<file path="config.mk">
export PLATFORM = sky130hd
export DESIGN_NAME = qbs_ctl_flat
export DESIGN_NICKNAME = d
export VERILOG_FILES = /design/src/design/qbs_pkg.sv /design/src/design/qbs_link_if.sv /design/src/design/qbs_ctl.sv /design/src/flat_wrapper.sv
export SDC_FILE = /design/constraint.sdc
export NUM_CORES = 1
export LEC_CHECK = 0
export ABC_AREA = 1
export BUFFER_PORTS_ARGS = -buffer_cell sky130_fd_sc_hd__buf_2
export CAP_MARGIN = 10
export CORE_AREA = 5 5 139 141
export DETAILED_ROUTE_END_ITERATION = 8
export DIE_AREA = 0 0 144 146
export GPL_TIMING_DRIVEN = 0
export PLACE_DENSITY = 0.78
export SLEW_MARGIN = 20
export SYNTH_ARGS = -nofsm -noshare
export SYNTH_HDL_FRONTEND = slang
export SYNTH_SLANG_ARGS = --single-unit
</file>
<file path="constraint.sdc">
create_clock -name sys_clk -period 3.85 [get_ports sys_clk]
set_input_delay 0.385 -clock sys_clk [delete_from_list [all_inputs] [get_ports sys_clk]]
set_output_delay 0.385 -clock sys_clk [all_outputs]
set_load 0.03 [all_outputs]
</file>
<file path="src/design/qbs_pkg.sv">
// package for the quad-rate four-word burst memory port
// assumes: shared by the link interface, the memory end and the controller end
package qbs_pkg;
    // ---------------------------------------------------------------
    // widths and sizes
    // ---------------------------------------------------------------
    localparam int WORD_W  = 18;
    localparam int ADDR_W  = 6;
    localparam int BURST   = 4;
    localparam int DEPTH   = 64;
    localparam int BEAT_W  = 2;
    // ---------------------------------------------------------------
    // timing: latencies in link clock edges (both clock rails counted), CLK_DIV in sys_clk cycles per link edge
    // ---------------------------------------------------------------
    localparam int LAT_BYPASS_EDGES = 3;
    localparam int LAT_PLL_EDGES    = 2;
    localparam int SYNC_STAGES      = 3;
    localparam int CLK_DIV          = 2;
    localparam logic [BEAT_W-1:0] BEAT_LAST = 2'h3;

    typedef enum logic [1:0] {
        QBS_IDLE  = 2'b00,
        QBS_WRITE = 2'b01,
        QBS_READ  = 2'b10
    } qbs_phase_t;
endpackage : qbs_pkg

</file>
<file path="src/design/qbs_link_if.sv">
// link between the memory controller and the burst memory
// assumes: controller makes link_clk and its complement; memory returns an echo pair that toggles only with read words
`timescale 1ns/100ps
`default_nettype none
interface qbs_link_if;
    logic                         link_clk;
    logic                         link_clk_b;
    logic                         link_rst_b;
    logic                         write_port_select_b;
    logic                         read_port_select_b;
    logic [qbs_pkg::ADDR_W-1:0]   addr;
    logic [qbs_pkg::WORD_W-1:0]   wdata;
    logic [qbs_pkg::WORD_W-1:0]   rdata;
    logic                         returned_strobe;
    logic                         returned_strobe_b;
    logic                         pll_bypass;

    modport mem (
        input  link_clk, link_clk_b, link_rst_b, write_port_select_b,
               read_port_select_b, addr, wdata, pll_bypass,
        output rdata, returned_strobe, returned_strobe_b
    );
    modport ctl (
        output link_clk, link_clk_b, link_rst_b, write_port_select_b,
               read_port_select_b, addr, wdata, pll_bypass,
        input  rdata, returned_strobe, returned_strobe_b
    );
endinterface : qbs_link_if
`default_nettype wire

</file>
<file path="src/design/qbs_ctl.sv">
// controller end: issues four-word bursts to the burst memory
// Notes on behaviour
// bypass high: first word 1.5 cycles later
// bypass low: first word one cycle later
// each address moves four consecutive words
// shared address bus, reads and writes alternate
// one word on every rising clock edge
// read and write ports run independently
// inputs captured on input clock edges
// read data launched from output registers
// each port has its own select
// writes self-timed, no further strobes needed
// echo clocks travel with read data
// read returns newest written data
// deasserted select leaves port idle
// assumes: sys_clk is the user domain; link clock derived here
`timescale 1ns/100ps
`default_nettype none
module qbs_ctl (
    input  wire logic                         sys_clk,
    input  wire logic                         rst_b,
    input  wire logic                         bypass_mode,
    input  wire logic                         wr_valid,
    output var  logic                         wr_ready,
    input  wire logic [qbs_pkg::ADDR_W-1:0]   wr_addr,
    input  wire logic [4*qbs_pkg::WORD_W-1:0] wr_data,
    input  wire logic                         rd_valid,
    output var  logic                         rd_ready,
    input  wire logic [qbs_pkg::ADDR_W-1:0]   rd_addr,
    output var  logic                         rdo_valid,
    input  wire logic                         rdo_ready,
    output var  logic [qbs_pkg::WORD_W-1:0]   rdo_data,
    qbs_link_if.ctl                           link
);
    // ---------------------------------------------------------------
    // link clock divider
    // ---------------------------------------------------------------
    logic                       lclk_r;
    logic                       lrst_b_r;
    logic                       wsel_b_r;
    logic                       rsel_b_r;
    logic [qbs_pkg::ADDR_W-1:0] addr_r;
    logic [qbs_pkg::WORD_W-1:0] wd_r;
    logic                       bypass_r;
    // launch on the falling half so the memory samples a stable bus
    always_ff @(posedge sys_clk) begin
        if (!rst_b) begin
            lclk_r <= 1'b0;
        end else begin
            lclk_r <= ~lclk_r;
        end
    end
    // memory end resets on the first link rising edge after release
    always_ff @(posedge sys_clk) begin
        if (!rst_b) begin
            lrst_b_r <= 1'b0;
        end else if (lclk_r) begin
            lrst_b_r <= 1'b1;
        end
    end
    assign link.link_rst_b          = lrst_b_r;
    assign link.link_clk            = lclk_r;
    assign link.link_clk_b          = ~lclk_r;
    assign link.write_port_select_b = wsel_b_r;
    assign link.read_port_select_b  = rsel_b_r;
    assign link.addr                = addr_r;
    assign link.wdata               = wd_r;
    assign link.pll_bypass          = bypass_r;

    // ---------------------------------------------------------------
    // command sequencer
    // ---------------------------------------------------------------
    qbs_pkg::qbs_phase_t         phase_r;
    logic [qbs_pkg::BEAT_W-1:0]  beat_r;
    logic [4*qbs_pkg::WORD_W-1:0] wbuf_r;
    logic                        last_wr_r;
    logic [2:0]                  out_cnt_r;
    logic                        launch;
    logic                        do_wr;
    logic                        do_rd;
    logic                        fifo_room;
    // change the link only as the link clock falls, never with its rise
    assign launch = lclk_r;
    // alternate when both pending
    assign do_wr = wr_valid && (!rd_valid || !last_wr_r);
    // reads stall until the previous burst has fully drained and the two-entry return buffer is empty
    assign do_rd = rd_valid && !do_wr && fifo_room && out_cnt_r == 3'h0;

    always_ff @(posedge sys_clk) begin
        if (!rst_b) begin
            phase_r   <= qbs_pkg::QBS_IDLE;
            beat_r    <= '0;
            wsel_b_r  <= 1'b1;
            rsel_b_r  <= 1'b1;
            addr_r    <= '0;
            wd_r      <= '0;
            wbuf_r    <= '0;
            last_wr_r <= 1'b0;
            wr_ready  <= 1'b0;
            rd_ready  <= 1'b0;
            bypass_r  <= 1'b0;
        end else begin
            wr_ready <= 1'b0;
            rd_ready <= 1'b0;
            if (launch) begin
                bypass_r <= bypass_mode;
                unique case (phase_r)
                    qbs_pkg::QBS_IDLE: begin
                        wsel_b_r <= 1'b1;
                        rsel_b_r <= 1'b1;
                        // only the used select asserted
                        if (do_wr && !wr_ready) begin
                            phase_r   <= qbs_pkg::QBS_WRITE;
                            wsel_b_r  <= 1'b0;
                            addr_r    <= wr_addr;
                            wbuf_r    <= wr_data;
                            wr_ready  <= 1'b1;
                            last_wr_r <= 1'b1;
                            beat_r    <= '0;
                        end else if (do_rd && !rd_ready) begin
                            phase_r   <= qbs_pkg::QBS_READ;
                            rsel_b_r  <= 1'b0;
                            addr_r    <= rd_addr;
                            rd_ready  <= 1'b1;
                            last_wr_r <= 1'b0;
                            beat_r    <= '0;
                        end
                    end
                    qbs_pkg::QBS_WRITE: begin
                        // four words, no extra strobe
                        wsel_b_r <= 1'b1;
                        wd_r     <= wbuf_r[qbs_pkg::WORD_W-1:0];
                        wbuf_r   <= wbuf_r >> qbs_pkg::WORD_W;
                        beat_r   <= beat_r + 1'b1;
                        if (beat_r == qbs_pkg::BEAT_LAST) begin
                            phase_r <= qbs_pkg::QBS_IDLE;
                        end
                    end
                    qbs_pkg::QBS_READ: begin
                        rsel_b_r <= 1'b1;
                        beat_r   <= beat_r + 1'b1;
                        if (beat_r == qbs_pkg::BEAT_LAST) begin
                            phase_r <= qbs_pkg::QBS_IDLE;
                        end
                    end
                    default: begin
                        phase_r <= qbs_pkg::QBS_IDLE;
                    end
                endcase
            end
        end
    end

    // ---------------------------------------------------------------
    // read capture, then two-entry return buffer
    // ---------------------------------------------------------------
    // link clock comes from sys_clk: memory outputs move just after a link
    // rise, so the next sys edge (link falling half) sees them settled
    logic                       seen_r;
    logic                       in_valid;
    logic [qbs_pkg::WORD_W-1:0] cap_r [qbs_pkg::BURST];
    logic [2:0]                 fill_r;
    logic [2:0]                 drain_r;
    logic [qbs_pkg::WORD_W-1:0] spare_r;
    logic                       spare_valid_r;
    logic                       push;
    logic                       pop;
    // each echo change marks one word
    assign in_valid  = lclk_r && (link.returned_strobe != seen_r);
    assign push      = (drain_r != fill_r) && !spare_valid_r;
    assign pop       = rdo_valid && rdo_ready;
    assign fifo_room = !spare_valid_r && !rdo_valid;
    // the memory cannot stall, so a whole burst is held here
    always_ff @(posedge sys_clk) begin
        if (!rst_b) begin
            seen_r  <= 1'b0;
            fill_r  <= '0;
            drain_r <= '0;
        end else begin
            if (lclk_r) begin
                seen_r <= link.returned_strobe;
            end
            if (rd_ready) begin
                fill_r  <= '0;
                drain_r <= '0;
            end else begin
                if (in_valid && fill_r != 3'(qbs_pkg::BURST)) begin
                    fill_r <= fill_r + 3'h1;
                end
                if (push) begin
                    drain_r <= drain_r + 3'h1;
                end
            end
        end
    end
    always_ff @(posedge sys_clk) begin
        if (in_valid && fill_r != 3'(qbs_pkg::BURST)) begin
            cap_r[fill_r[1:0]] <= link.rdata;
        end
    end

    always_ff @(posedge sys_clk) begin
        if (!rst_b) begin
            rdo_valid     <= 1'b0;
            rdo_data      <= '0;
            spare_valid_r <= 1'b0;
            spare_r       <= '0;
            out_cnt_r     <= '0;
        end else begin
            if (!rdo_valid || pop) begin
                if (spare_valid_r) begin
                    rdo_data      <= spare_r;
                    rdo_valid     <= 1'b1;
                    spare_valid_r <= 1'b0;
                end else if (push) begin
                    rdo_data  <= cap_r[drain_r[1:0]];
                    rdo_valid <= 1'b1;
                end else begin
                    rdo_valid <= 1'b0;
                end
            end else if (push) begin
                spare_r       <= cap_r[drain_r[1:0]];
                spare_valid_r <= 1'b1;
            end
            // track a burst in flight until all four words drain
            if (rd_ready) begin
                out_cnt_r <= 3'(qbs_pkg::BURST);
            end else if (pop && out_cnt_r != 3'h0) begin
                out_cnt_r <= out_cnt_r - 3'h1;
            end
        end
    end
endmodule : qbs_ctl
`default_nettype wire

</file>
<file path="src/flat_wrapper.sv">
// flat-port wrapper written by rule: the top's interface ports become plain ports
module qbs_ctl_flat 
  (sys_clk, rst_b, bypass_mode, wr_valid, wr_ready, wr_addr, wr_data, rd_valid, rd_ready, rd_addr, rdo_valid, rdo_ready, rdo_data, link_link_clk, link_link_clk_b, link_link_rst_b, link_write_port_select_b, link_read_port_select_b, link_addr, link_wdata, link_pll_bypass, link_rdata, link_returned_strobe, link_returned_strobe_b);
  qbs_link_if link_i ();
  input  wire logic sys_clk;
  input  wire logic rst_b;
  input  wire logic bypass_mode;
  input  wire logic wr_valid;
  output var  logic wr_ready;
  input  wire logic [qbs_pkg::ADDR_W-1:0] wr_addr;
  input  wire logic [4*qbs_pkg::WORD_W-1:0] wr_data;
  input  wire logic rd_valid;
  output var  logic rd_ready;
  input  wire logic [qbs_pkg::ADDR_W-1:0] rd_addr;
  output var  logic rdo_valid;
  input  wire logic rdo_ready;
  output var  logic [qbs_pkg::WORD_W-1:0] rdo_data;
  output wire logic [$bits(link_i.link_clk)-1:0] link_link_clk;
  output wire logic [$bits(link_i.link_clk_b)-1:0] link_link_clk_b;
  output wire logic [$bits(link_i.link_rst_b)-1:0] link_link_rst_b;
  output wire logic [$bits(link_i.write_port_select_b)-1:0] link_write_port_select_b;
  output wire logic [$bits(link_i.read_port_select_b)-1:0] link_read_port_select_b;
  output wire logic [$bits(link_i.addr)-1:0] link_addr;
  output wire logic [$bits(link_i.wdata)-1:0] link_wdata;
  output wire logic [$bits(link_i.pll_bypass)-1:0] link_pll_bypass;
  input wire logic [$bits(link_i.rdata)-1:0] link_rdata;
  input wire logic [$bits(link_i.returned_strobe)-1:0] link_returned_strobe;
  input wire logic [$bits(link_i.returned_strobe_b)-1:0] link_returned_strobe_b;
  assign link_link_clk = link_i.link_clk;
  assign link_link_clk_b = link_i.link_clk_b;
  assign link_link_rst_b = link_i.link_rst_b;
  assign link_write_port_select_b = link_i.write_port_select_b;
  assign link_read_port_select_b = link_i.read_port_select_b;
  assign link_addr = link_i.addr;
  assign link_wdata = link_i.wdata;
  assign link_pll_bypass = link_i.pll_bypass;
  assign link_i.rdata = link_rdata;
  assign link_i.returned_strobe = link_returned_strobe;
  assign link_i.returned_strobe_b = link_returned_strobe_b;
  qbs_ctl u_core (.sys_clk(sys_clk), .rst_b(rst_b), .bypass_mode(bypass_mode), .wr_valid(wr_valid), .wr_ready(wr_ready), .wr_addr(wr_addr), .wr_data(wr_data), .rd_valid(rd_valid), .rd_ready(rd_ready), .rd_addr(rd_addr), .rdo_valid(rdo_valid), .rdo_ready(rdo_ready), .rdo_data(rdo_data), .link(link_i));
endmodule
</file>
=== Word level (Yosys, flattened, before mapping) ===
Memories as Yosys holds them, arrays and structs flattened. A register that Yosys moved wholly into a read port is not among the register bits.
Index checks and enable logic that the tools add are counted.

* Add/subtract/negate cells: 4
* Multiply operators: 0
* Div/mod/pow operators: 0
* Magnitude comparators: 0
* Equal/unequal tests: 9
* Shifts and indexed selects: 0
* Muxes and demuxes: 30
* Bitwise logic cells: 4
* Reduce and logical (&&, ||, !) cells: 44

{| class="wikitable"
|+ Operators by type and width
! kind !! number
|-
| $pmux W72 S2 || 1
|-
| $mux W72 || 1
|-
| $mux W18 || 2
|-
| $reduce_and A3 Y1 || 5
|-
| $mux W2 || 7
|-
| $logic_and A1 B1 Y1 || 12
|-
| $mux W6 || 2
|-
| $reduce_bool A2 Y1 || 6
|-
| $mux W1 || 11
|-
| $reduce_and A2 Y1 || 5
|-
| $pmux W2 S2 || 2
|-
| $logic_not A1 Y1 || 7
|-
| $add A3 B1 Y3 const B || 2
|-
| $mux W3 || 2
|-
| $reduce_or A2 Y1 || 3
|-
| $eq A2 B2 Y1 const B || 2
|-
| $ne A2 B1 Y1 const B || 2
|-
| $not A1 Y1 || 4
|-
| $pmux W1 S2 || 2
|-
| $reduce_or A4 Y1 || 1
|-
| $logic_not A3 Y1 || 1
|-
| $ne A3 B1 Y1 const B || 1
|-
| $ne A3 B3 Y1 || 1
|-
| $ne A3 B3 Y1 const B || 1
|-
| 7 further kinds || 8
|}

* Bits in registers: 156
* Latch bits: 0
* Bits in writable memories: 72
* Memory bits (read-only): 0
* Bits of input ports: 110
* Output and inout bits: 51
* Word-level logic and storage cells: 114
* Memories: 1

{| class="wikitable"
|+ Memories
! name !! words !! width !! rd ports !! clocked after memory_dff !! wr ports !! line !! text
|-
| u_core.cap_r || 4 || 18 || 1 || 1 || 1 || qbs_ctl.sv:161 || <nowiki>logic [qbs_pkg::WORD_W-1:0] cap_r [qbs_pkg::BURST];</nowiki>
|}

=== Logic depth before layout (Yosys ltp) ===
Gate-level depths: netlist of run 1.

* Depth after elaboration: 11
* Gate-level depth with buffers: 11
* Gate-level depth less buffers: 11

=== Worst setup path before layout of run 1 ===
No wires, ideal clock.

* Path type: register -> register
* From: register u_core.lclk_r (netlist: u_core.link.link_clk)
* To: memory u_core.cap_r[3][0] in the netlist's numbering (enable)
* Library setup time: 0.394 ns
* Arrival: 1.953 ns
* Required time: 3.456 ns
* Path slack: 1.503 ns
* Stages on the path, launching flop included: 6
* Path buffers: 1
* Clock period less this slack: 2.347 ns
* Cell sequence: dfxtp_1 buf_4 inv_2 a21oi_1 nand2_1 nor2_1

* Longest elaborated chain between the ends: 4

{| class="wikitable"
|+ Ends and longest elaborated chain
! what !! line !! text
|-
| from (decl) || qbs_ctl.sv:38 || <nowiki>logic lclk_r;</nowiki>
|-
| from (signal assigned) || qbs_ctl.sv:50 || <nowiki>lclk_r <= ~lclk_r;</nowiki>
|-
| $logic_and A1 B1 Y1 || qbs_ctl.sv:169 || <nowiki>assign in_valid = lclk_r && (link.returned_strobe != seen_r);</nowiki>
|-
| $logic_and A1 B1 Y1 || qbs_ctl.sv:197 || <nowiki>if (in_valid && fill_r != 3'(qbs_pkg::BURST)) begin</nowiki>
|-
| $mux W1 || qbs_ctl.sv:197 ||
|-
| $mux W1 (not written as such) || qbs_ctl.sv:198 || <nowiki>cap_r[fill_r[1:0]] <= link.rdata;</nowiki>
|-
| to (decl) || qbs_ctl.sv:161 ||
|}

No other way between the ends.

=== Worst setup path after layout of run 1 ===
* From: register u_core.fill_r[0]
* To: memory u_core.cap_r[0][2] in the netlist's numbering (enable)

* Longest elaborated chain between the ends: 4

{| class="wikitable"
|+ Ends and longest elaborated chain
! what !! line !! text
|-
| from (decl) || qbs_ctl.sv:162 || <nowiki>logic [2:0] fill_r;</nowiki>
|-
| from (signal assigned) || qbs_ctl.sv:188 || <nowiki>fill_r <= fill_r + 3'h1;</nowiki>
|-
| $ne A3 B3 Y1 || qbs_ctl.sv:197 ||
|-
| $logic_and A1 B1 Y1 || qbs_ctl.sv:197 ||
|-
| $mux W1 || qbs_ctl.sv:197 ||
|-
| $mux W1 (not written as such) || qbs_ctl.sv:198 ||
|}

Several ways; a longest one is shown, not always the timed one.

==> results of run 1 <==
[per-stage QoR]
stage / worst slack [ns] / area, um^2 / utilization, % / power (W)
2_1_floorplan: 1.50 / 9720 / - / 0.00452
3_3_place_gp: 0.876 / 10800 / 60.6 / 0.00509
3_5_place_dp: 1.52 / 10800 / 60.8 / 0.00515
4_1_cts: 1.45 / 11700 / 65.4 / 0.00747
5_1_grt: 1.29 / 11700 / 65.4 / 0.00791
6_report: 1.45 / 11700 / 65.4 / 0.00745
[placed cells by master, fill, tap and decap left out, types with 2 or more instances in the layout]
master     netlist  routed
o21ai_1         14      14
inv_2            5       5
inv_1           65      65
clkinv_2         0       5
and2_0           3       3
clkinv_1         2       4
clkbuf_1        29      34
a21oi_1         37      37
edfxtp_1        72      72
clkbuf_16        0      26
nand3_1         81      81
o21ai_0         92      92
nor2_4           0       3
buf_1            5       5
nand4_1          2       2
ha_1            11      11
and2_1          15      15
nor2_1         251     247
buf_2           28     187
clkbuf_8         0       5
dfxtp_1        158     158
nand2_1        376     376
o211ai_1         2       2
buf_4            5       5
[per-layer routing]
metal / wire length, um / vias to the layer above / GRT usage (%)
met5: 13 / - / 0
met4: 459 / 2 / 5.98
met3: 1920 / 46 / 4.01
met2: 11100 / 262 / 37.3
met1: 10800 / 3818 / 31.0
li1: - / 4379 / -
[state kept, by name, summed over array words and instances, names as in the netlist, 2 cells and up, named ones only]
signal and cells:
u_core.drain_r 3, u_core.fill_r 3, u_core.beat_r 2, u_core.link.addr 6
u_core.link.wdata 18, u_core.rdo_data 18, u_core.wbuf_r 72, u_core.spare_r 18
u_core.cap_r 72, u_core.phase_r 2, u_core.out_cnt_r 3
[worst max-delay path by stage]
stage                          endpoint                  from  cells past startpoint  slack [ns]
finish               u_core.cap_r[0][2]      u_core.fill_r[0]                      6        1.45
floorplan            u_core.cap_r[3][0]  u_core.link.link_clk                      5        1.50
global placement    u_core.cap_r[2][15]      u_core.fill_r[0]                      5        0.88
global route         u_core.cap_r[0][2]      u_core.fill_r[0]                      6        1.29
CTS                 u_core.cap_r[0][17]      u_core.fill_r[0]                      6        1.45
detailed placement   u_core.cap_r[0][4]      u_core.fill_r[0]                      6        1.52
[power by group]
part	switching [W]	internal [W]	total, W
registers	0.000135	0.00279	0.00293
logic	0.00149	0.000708	0.00219
clock network	0.000932	0.00140	0.00233
[worst max-delay path: cells and delay by family, from the launching register on]
family,cells,cell delay [ns]
fa+ha+maj,1,0.23
compound gates,1,0.15
simple gates,2,0.98
buf+inv,2,0.36
flops,1,0.39
[synthesized netlist by cell type (3+ instances only)]
cell / n
buf_2: 28
a21oi_1: 37
nand3_1: 81
buf_4: 5
nand2_1: 376
clkbuf_1: 29
inv_1: 65
ha_1: 11
o21ai_1: 14
and2_0: 3
nor2_1: 251
edfxtp_1: 72
buf_1: 5
and2_1: 15
dfxtp_1: 158
o21ai_0: 92
inv_2: 5
[area by class of cell]
cell class | instances | area share, %
buffer | 67 | 2.62
clock inverter | 10 | 0.676
tap | 229 | 2.46
sequential | 230 | 45.7
inverter | 73 | 2.37
timing repair buffer | 160 | 6.95
clock buffer | 36 | 6.33
multi-input combinational | 891 | 32.9
[cell families after synthesis]
| logic type | count (synthesis) | share of synthesized area [%] |
|---|---|---|
| AND/OR/NAND/NOR | 730 | 29.8 |
| flip-flops | 230 | 54.8 |
| AO/OA/AOI/OAI | 148 | 7.84 |
| buffers and inverters | 140 | 5.98 |
| adder cells (fa/ha/maj) | 11 | 1.42 |
| XOR/XNOR | 2 | 0.180 |
==> impl_metrics.py, run 1 <==
metrics = {
    "sta": {
        "whs_ns": 0.0728,
        "rsz0062_at_grt": "false",
        "hold_viol": 0,
        "max_freq_mhz": 416,
        "period_share_pct": 62.5,
        "worst_pin_slew_ns": 0.734,
        "fin_crit_ns": 2.40,
        "setup_violations": 0,
        "finalMaxSlewViolations": 0,
        "clock_skew_ns": 0.0222,
        "setup-tns-final_ns": 0,
        "slew_headroom_pct": 51.0,
    },
    "global_route": {
        "grt_pass1_vias": 8020,
        "grt_first_pass_wirelength_um": 39100,
        "grt_antenna_before_repair": 1,
        "grt_overflow": 0,
        "grt_max_degree": 20,
        "track_usage_pct": 22.7,
    },
    "floorplan": {
        "core-area_um2": 17800,
        "die_h_um": 146,
        "dieArea_um2": 21000,
        "initial_core_util_pct": 54.5,
        "ios": 161,
        "fp.dieW_um": 144,
        "rows": 49,
    },
    "routing": {
        "drtAntennaViolNets": 0,
        "first_iter_violations": 527,
        "dr.pass1.iters": 4,
        "drc": 0,
        "routed_wirelength_um": 24300,
        "wire_per_inst_um": 14.3,
        "num_vias": 8507,
        "post_drt_via_cell_ratio": 5.02,
    },
    "power": {
        "vdd_drop_max_v": 0.000491,
        "power_density_nw_per_um2": 639,
        "cellLeakagePower_nw": 5.35,
    },
    "yosys": {
        "synth_top_cell_by_area": "dfxtp_1",
        "seq_area_frac_synth_pct": 54.8,
        "ys_ff_latch": 230,
        "synthDistinctLibCells": 28,
        "syn_avg_cell_area_um2": 7.71,
        "synthArstFlopShare_pct": 0,
        "synth-main-ff-cell": "dfxtp_1",
        "ys_warn_count": 0,
        "synth_edf_count": 72,
        "synth_area_leaders": "dfxtp_1 33%, edfxtp_1 22%, nand2_1 15%",
        "netlist_instances": 1261,
        "yosys.area.top_type_share_pct": 32.5,
        "syn_nets": 1382,
        "syn_area_um2": 9720,
    },
    "placed_design": {
        "dp.cells": 1650,
        "io_buffers": 159,
        "place.gp.congestion": 0.836,
        "place_hpwl_um": 17200,
    },
    "cts": {
        "htree_levels": 1,
        "cts-resized-gates": 0,
        "cts_tree": "done",
        "cts_made_buffers": 25,
        "clkTransAtPathRegs_ns": 0.06,
        "clockBufferDepth": 3,
        "root_buffer": "clkbuf_16",
        "hold_buffers": 0,
        "cts.sinks": 230,
        "clk_latency_ns": 0.52,
        "postCtsSetupRepairBufs": 0,
    },
    "cells_and_area": {
        "regArea_um2": 5330,
        "fin_nets": 1569,
        "area_delta_synth_final_pct": 19.9,
        "drive_gt1_share_pct": 16.7,
        "fin_cells": 1696,
        "multi_input_area_um2": 3840,
        "diodes": 0,
        "fillerInstances": 1539,
    },
    "critical_path": {
        "cp-start-kind": "register",
        "worstSetupPathType": "reg -> reg",
        "crit_path_max_incr_delay_ns": 0.68,
        "ff2ff_setup_slack_ns": 1.45,
        "cp_data_required_time_ns": 4.07,
        "crit_chain": "inv_1, ha_1, a21oi_1, nand2_1, nor2_2, buf_8",
        "cp_max_fo": 11,
        "regToRegStartpoint": "u_core.fill_r[0]",
        "worstSetupEndpointType": "register",
        "timing.rr.end": "u_core.cap_r[0][2]",
        "cp_slowest_cell": "nor2_2",
        "cp_data_arrival_time_ns": 2.62,
        "reg2reg_depth": 6,
    },
    "hold_path": {
        "min_path_type": "in -> reg",
        "hold_depth": 1,
        "hp-start": "link_rdata[4]",
        "hold_end": "u_core.cap_r[2][4]",
    },
    "outcome": {
        "outcome": "completed",
    },
    "run": {
        "maxCapViolations": 0,
    },
}
Power figures use the tool's default switching activity.
==> run 2, diff against run 1 <==
--- a/config.mk
+++ b/config.mk
@@ -8,11 +8,11 @@
 export ABC_AREA = 1
 export BUFFER_PORTS_ARGS = -buffer_cell sky130_fd_sc_hd__buf_2
 export CAP_MARGIN = 10
-export CORE_AREA = 5 5 139 141
+export CORE_AREA = 5 5 145 147
 export DETAILED_ROUTE_END_ITERATION = 8
-export DIE_AREA = 0 0 144 146
+export DIE_AREA = 0 0 150 152
 export GPL_TIMING_DRIVEN = 0
-export PLACE_DENSITY = 0.78
+export PLACE_DENSITY = 0.75
 export SLEW_MARGIN = 20
 export SYNTH_ARGS = -nofsm -noshare
 export SYNTH_HDL_FRONTEND = slang
==> constraint.sdc (replaced) <==
create_clock -name sys_clk -period 2.13 [get_ports sys_clk]
set_input_delay 0.213 -clock sys_clk [delete_from_list [all_inputs] [get_ports sys_clk]]
set_output_delay 0.213 -clock sys_clk [all_outputs]
set_load 0.03 [all_outputs]
==> run 2 against run 1 <==
Critical path type unchanged. Sequential share of layout area decreased by 2.0 points. First-iteration DRC count decreased by 0.57%. Count of clock-buffer cells in the layout decreased by 6. Cell count increased by 4.8%.
==> impl_metrics.py, run 2 (same netlist as run 1, synthesis figures left out) <==
metrics = {
    "floorplan": {
        "rows": 52,
        "ios": 161,
        "core-area_um2": 19800,
        "fp.dieW_um": 150,
        "dieArea_um2": 22800,
        "initial_core_util_pct": 49.2,
        "die_h_um": 152,
    },
    "global_route": {
        "grt_pass1_vias": 8185,
        "track_usage_pct": 21.7,
        "grt_max_degree": 20,
        "grt_first_pass_wirelength_um": 40600,
        "grt_overflow": 0,
        "grt_antenna_before_repair": 0,
    },
    "power": {
        "p_seq_share_pct": 38.8,
        "cellLeakagePower_nw": 5.56,
        "comb_power_share_pct": 29.8,
        "swShare_pct": 34.1,
        "vdd_drop_max_v": 0.000726,
        "clockPowerShare_pct": 31.5,
        "internal-power_w": 0.00900,
        "switching_power_w": 0.00465,
        "power_density_nw_per_um2": 1120,
    },
    "critical_path": {
        "cp_max_fo": 11,
        "worstSetupEndpointType": "register",
        "setup.worst_path.start": "u_core.fill_r[0]",
        "reg2reg_depth": 6,
        "worstSetupPathType": "reg -> reg",
        "timing.rr.end": "u_core.cap_r[0][1]",
        "cp_data_arrival_time_ns": 2.21,
        "cp-start-kind": "register",
        "cp_data_required_time_ns": 2.35,
        "ff2ff_setup_slack_ns": 0.13,
        "regToRegStartpoint": "u_core.fill_r[0]",
    },
    "sta": {
        "setup-tns-final_ns": 0,
        "hold_viol": 0,
        "max_freq_mhz": 501,
        "worst_pin_slew_ns": 0.676,
        "finalMaxSlewViolations": 0,
        "period_share_pct": 93.8,
        "clock_skew_ns": 0.00943,
        "setup_violations": 0,
        "rsz0062_at_grt": "false",
        "slew_headroom_pct": 54.9,
        "whs_ns": 0.0440,
        "fin_crit_ns": 2.00,
    },
    "cts": {
        "clk_latency_ns": 0.52,
        "cts.sinks": 230,
        "cts_made_buffers": 24,
        "clkTransAtPathRegs_ns": 0.06,
        "cts_tree": "done",
        "htree_levels": 1,
        "root_buffer": "clkbuf_16",
        "clockBufferDepth": 3,
    },
    "cells_and_area": {
        "layout_commonest_cell": "nand2_1",
        "diodes": 0,
        "fin_nets": 1613,
        "fillerInstances": 1808,
        "drive_gt1_share_pct": 16.7,
        "layout_common_cells": "374 x nand2_1, 247 x nor2_1, 187 x buf_2, 158 x dfxtp_1, 92 x o21ai_0",
        "area_delta_synth_final_pct": 25.4,
    },
    "placed_design": {
        "place.gp.congestion": 0.835,
        "place_hpwl_um": 17400,
        "io_buffers": 159,
    },
    "hold_path": {
        "hold_depth": 5,
        "min_path_type": "in -> reg",
        "hold_end": "u_core.wbuf_r[45]",
        "hp-start": "wr_data[45]",
    },
    "routing": {
        "drc": 0,
        "first_iter_violations": 524,
        "wire_per_inst_um": 14.2,
        "drtAntennaViolNets": 0,
        "post_drt_via_cell_ratio": 4.88,
        "routed_wirelength_um": 25300,
        "dr.pass1.iters": 5,
        "num_vias": 8674,
    },
    "outcome": {
        "outcome": "completed",
    },
    "run": {
        "maxCapViolations": 0,
    },
}
==> run 2: cell types whose count changed in the layout (fill, tap and decap cells not counted), sizes merged <==
cell	before	now
buf	198	205
bufinv	1	3
clkbuf	65	59
clkinv	9	11
clkinvlp	1	0
dlygate4sd3	0	38
inv	72	71
==> run 2: cell type report <==
class / instances / area, um^2 / area share (%)
Clock inverter: 12 / 130 / 1.07
Inverter: 73 / 277 / 2.27
Clock buffer: 30 / 684 / 5.61
Sequential cell: 230 / 5330 / 43.7
Multi-Input combinational cell: 891 / 3850 / 31.6
Timing Repair Buffer: 205 / 1280 / 10.5
Tap cell: 270 / 338 / 2.77
Buffer: 67 / 305 / 2.50
==> run 2: power groups by stage <==
| stage | combinational [W] | sequential [W] | clock (W) |
|---|---|---|---|
| after detailed placement | 0.00395 | 0.00538 | 0 |
| after global placement | 0.00386 | 0.00537 | 0 |
| after floorplan | 0.00249 | 0.00569 | 0 |
| final | 0.00406 | 0.00529 | 0.00429 |
| after CTS | 0.00405 | 0.00529 | 0.00437 |
| after global routing | 0.00459 | 0.00536 | 0.00456 |
==> run 2: how the worst max path moves through the flow <==
stage                           to  slack, ns
2_1_floorplan   u_core.cap_r[1][0]      -0.20
3_3_place_gp    u_core.cap_r[1][4]      -0.86
3_5_place_dp   u_core.cap_r[3][17]      -0.35
4_1_cts         u_core.cap_r[3][1]       0.07
5_1_grt         u_core.cap_r[0][0]      0.001
6_report        u_core.cap_r[0][1]       0.13
==> run 2: through the flow <==
| step | util (%) | area [um^2] | power, W | std cells | worst slack [ns] |
|---|---|---|---|---|---|
| 6_report | 61.6 | 12200 | 0.0137 | 1778 | 0.133 |
| 5_1_grt | 61.6 | 12200 | 0.0145 | 1778 | 0.00129 |
| 4_1_cts | 61.4 | 12100 | 0.0137 | 1774 | 0.0704 |
| 3_5_place_dp | 55.1 | 10900 | 0.00933 | 1692 | -0.355 |
| 3_3_place_gp | 54.9 | 10900 | 0.00922 | 1690 | -0.864 |
| 2_1_floorplan | - | 9730 | 0.00817 | 1261 | -0.201 |
==> run 2: timing repair <==
| action | 4_1_cts | 5_1_grt |
|---|---|---|
| setup buffers | 2 | 4 |
| endpoints found under the hold margin | 92 | 0 |
| pin swaps | 1 | 2 |
| hold buffers | 38 | 0 |
| resized for setup | 4 | 1 |
| endpoints found under the setup margin | 46 | 41 |
==> run 2: worst max-delay path, stage by stage, from the launching register on <==
cell and delay (ns):
dfxtp_1 0.38, inv_1 0.12, ha_1 0.24, a21oi_1 0.18, nand2_2 0.21, nor2_4 0.33
buf_6 0.23
==> run 2: layer usage <==
layer / vias up / wire length (um) / track usage [%]
met5: - / 0 / 0
met1: 3918 / 11600 / 30.5
met2: 246 / 11600 / 35.1
li1: 4472 / - / -
met4: 0 / 484 / 5.84
met3: 38 / 1590 / 3.40
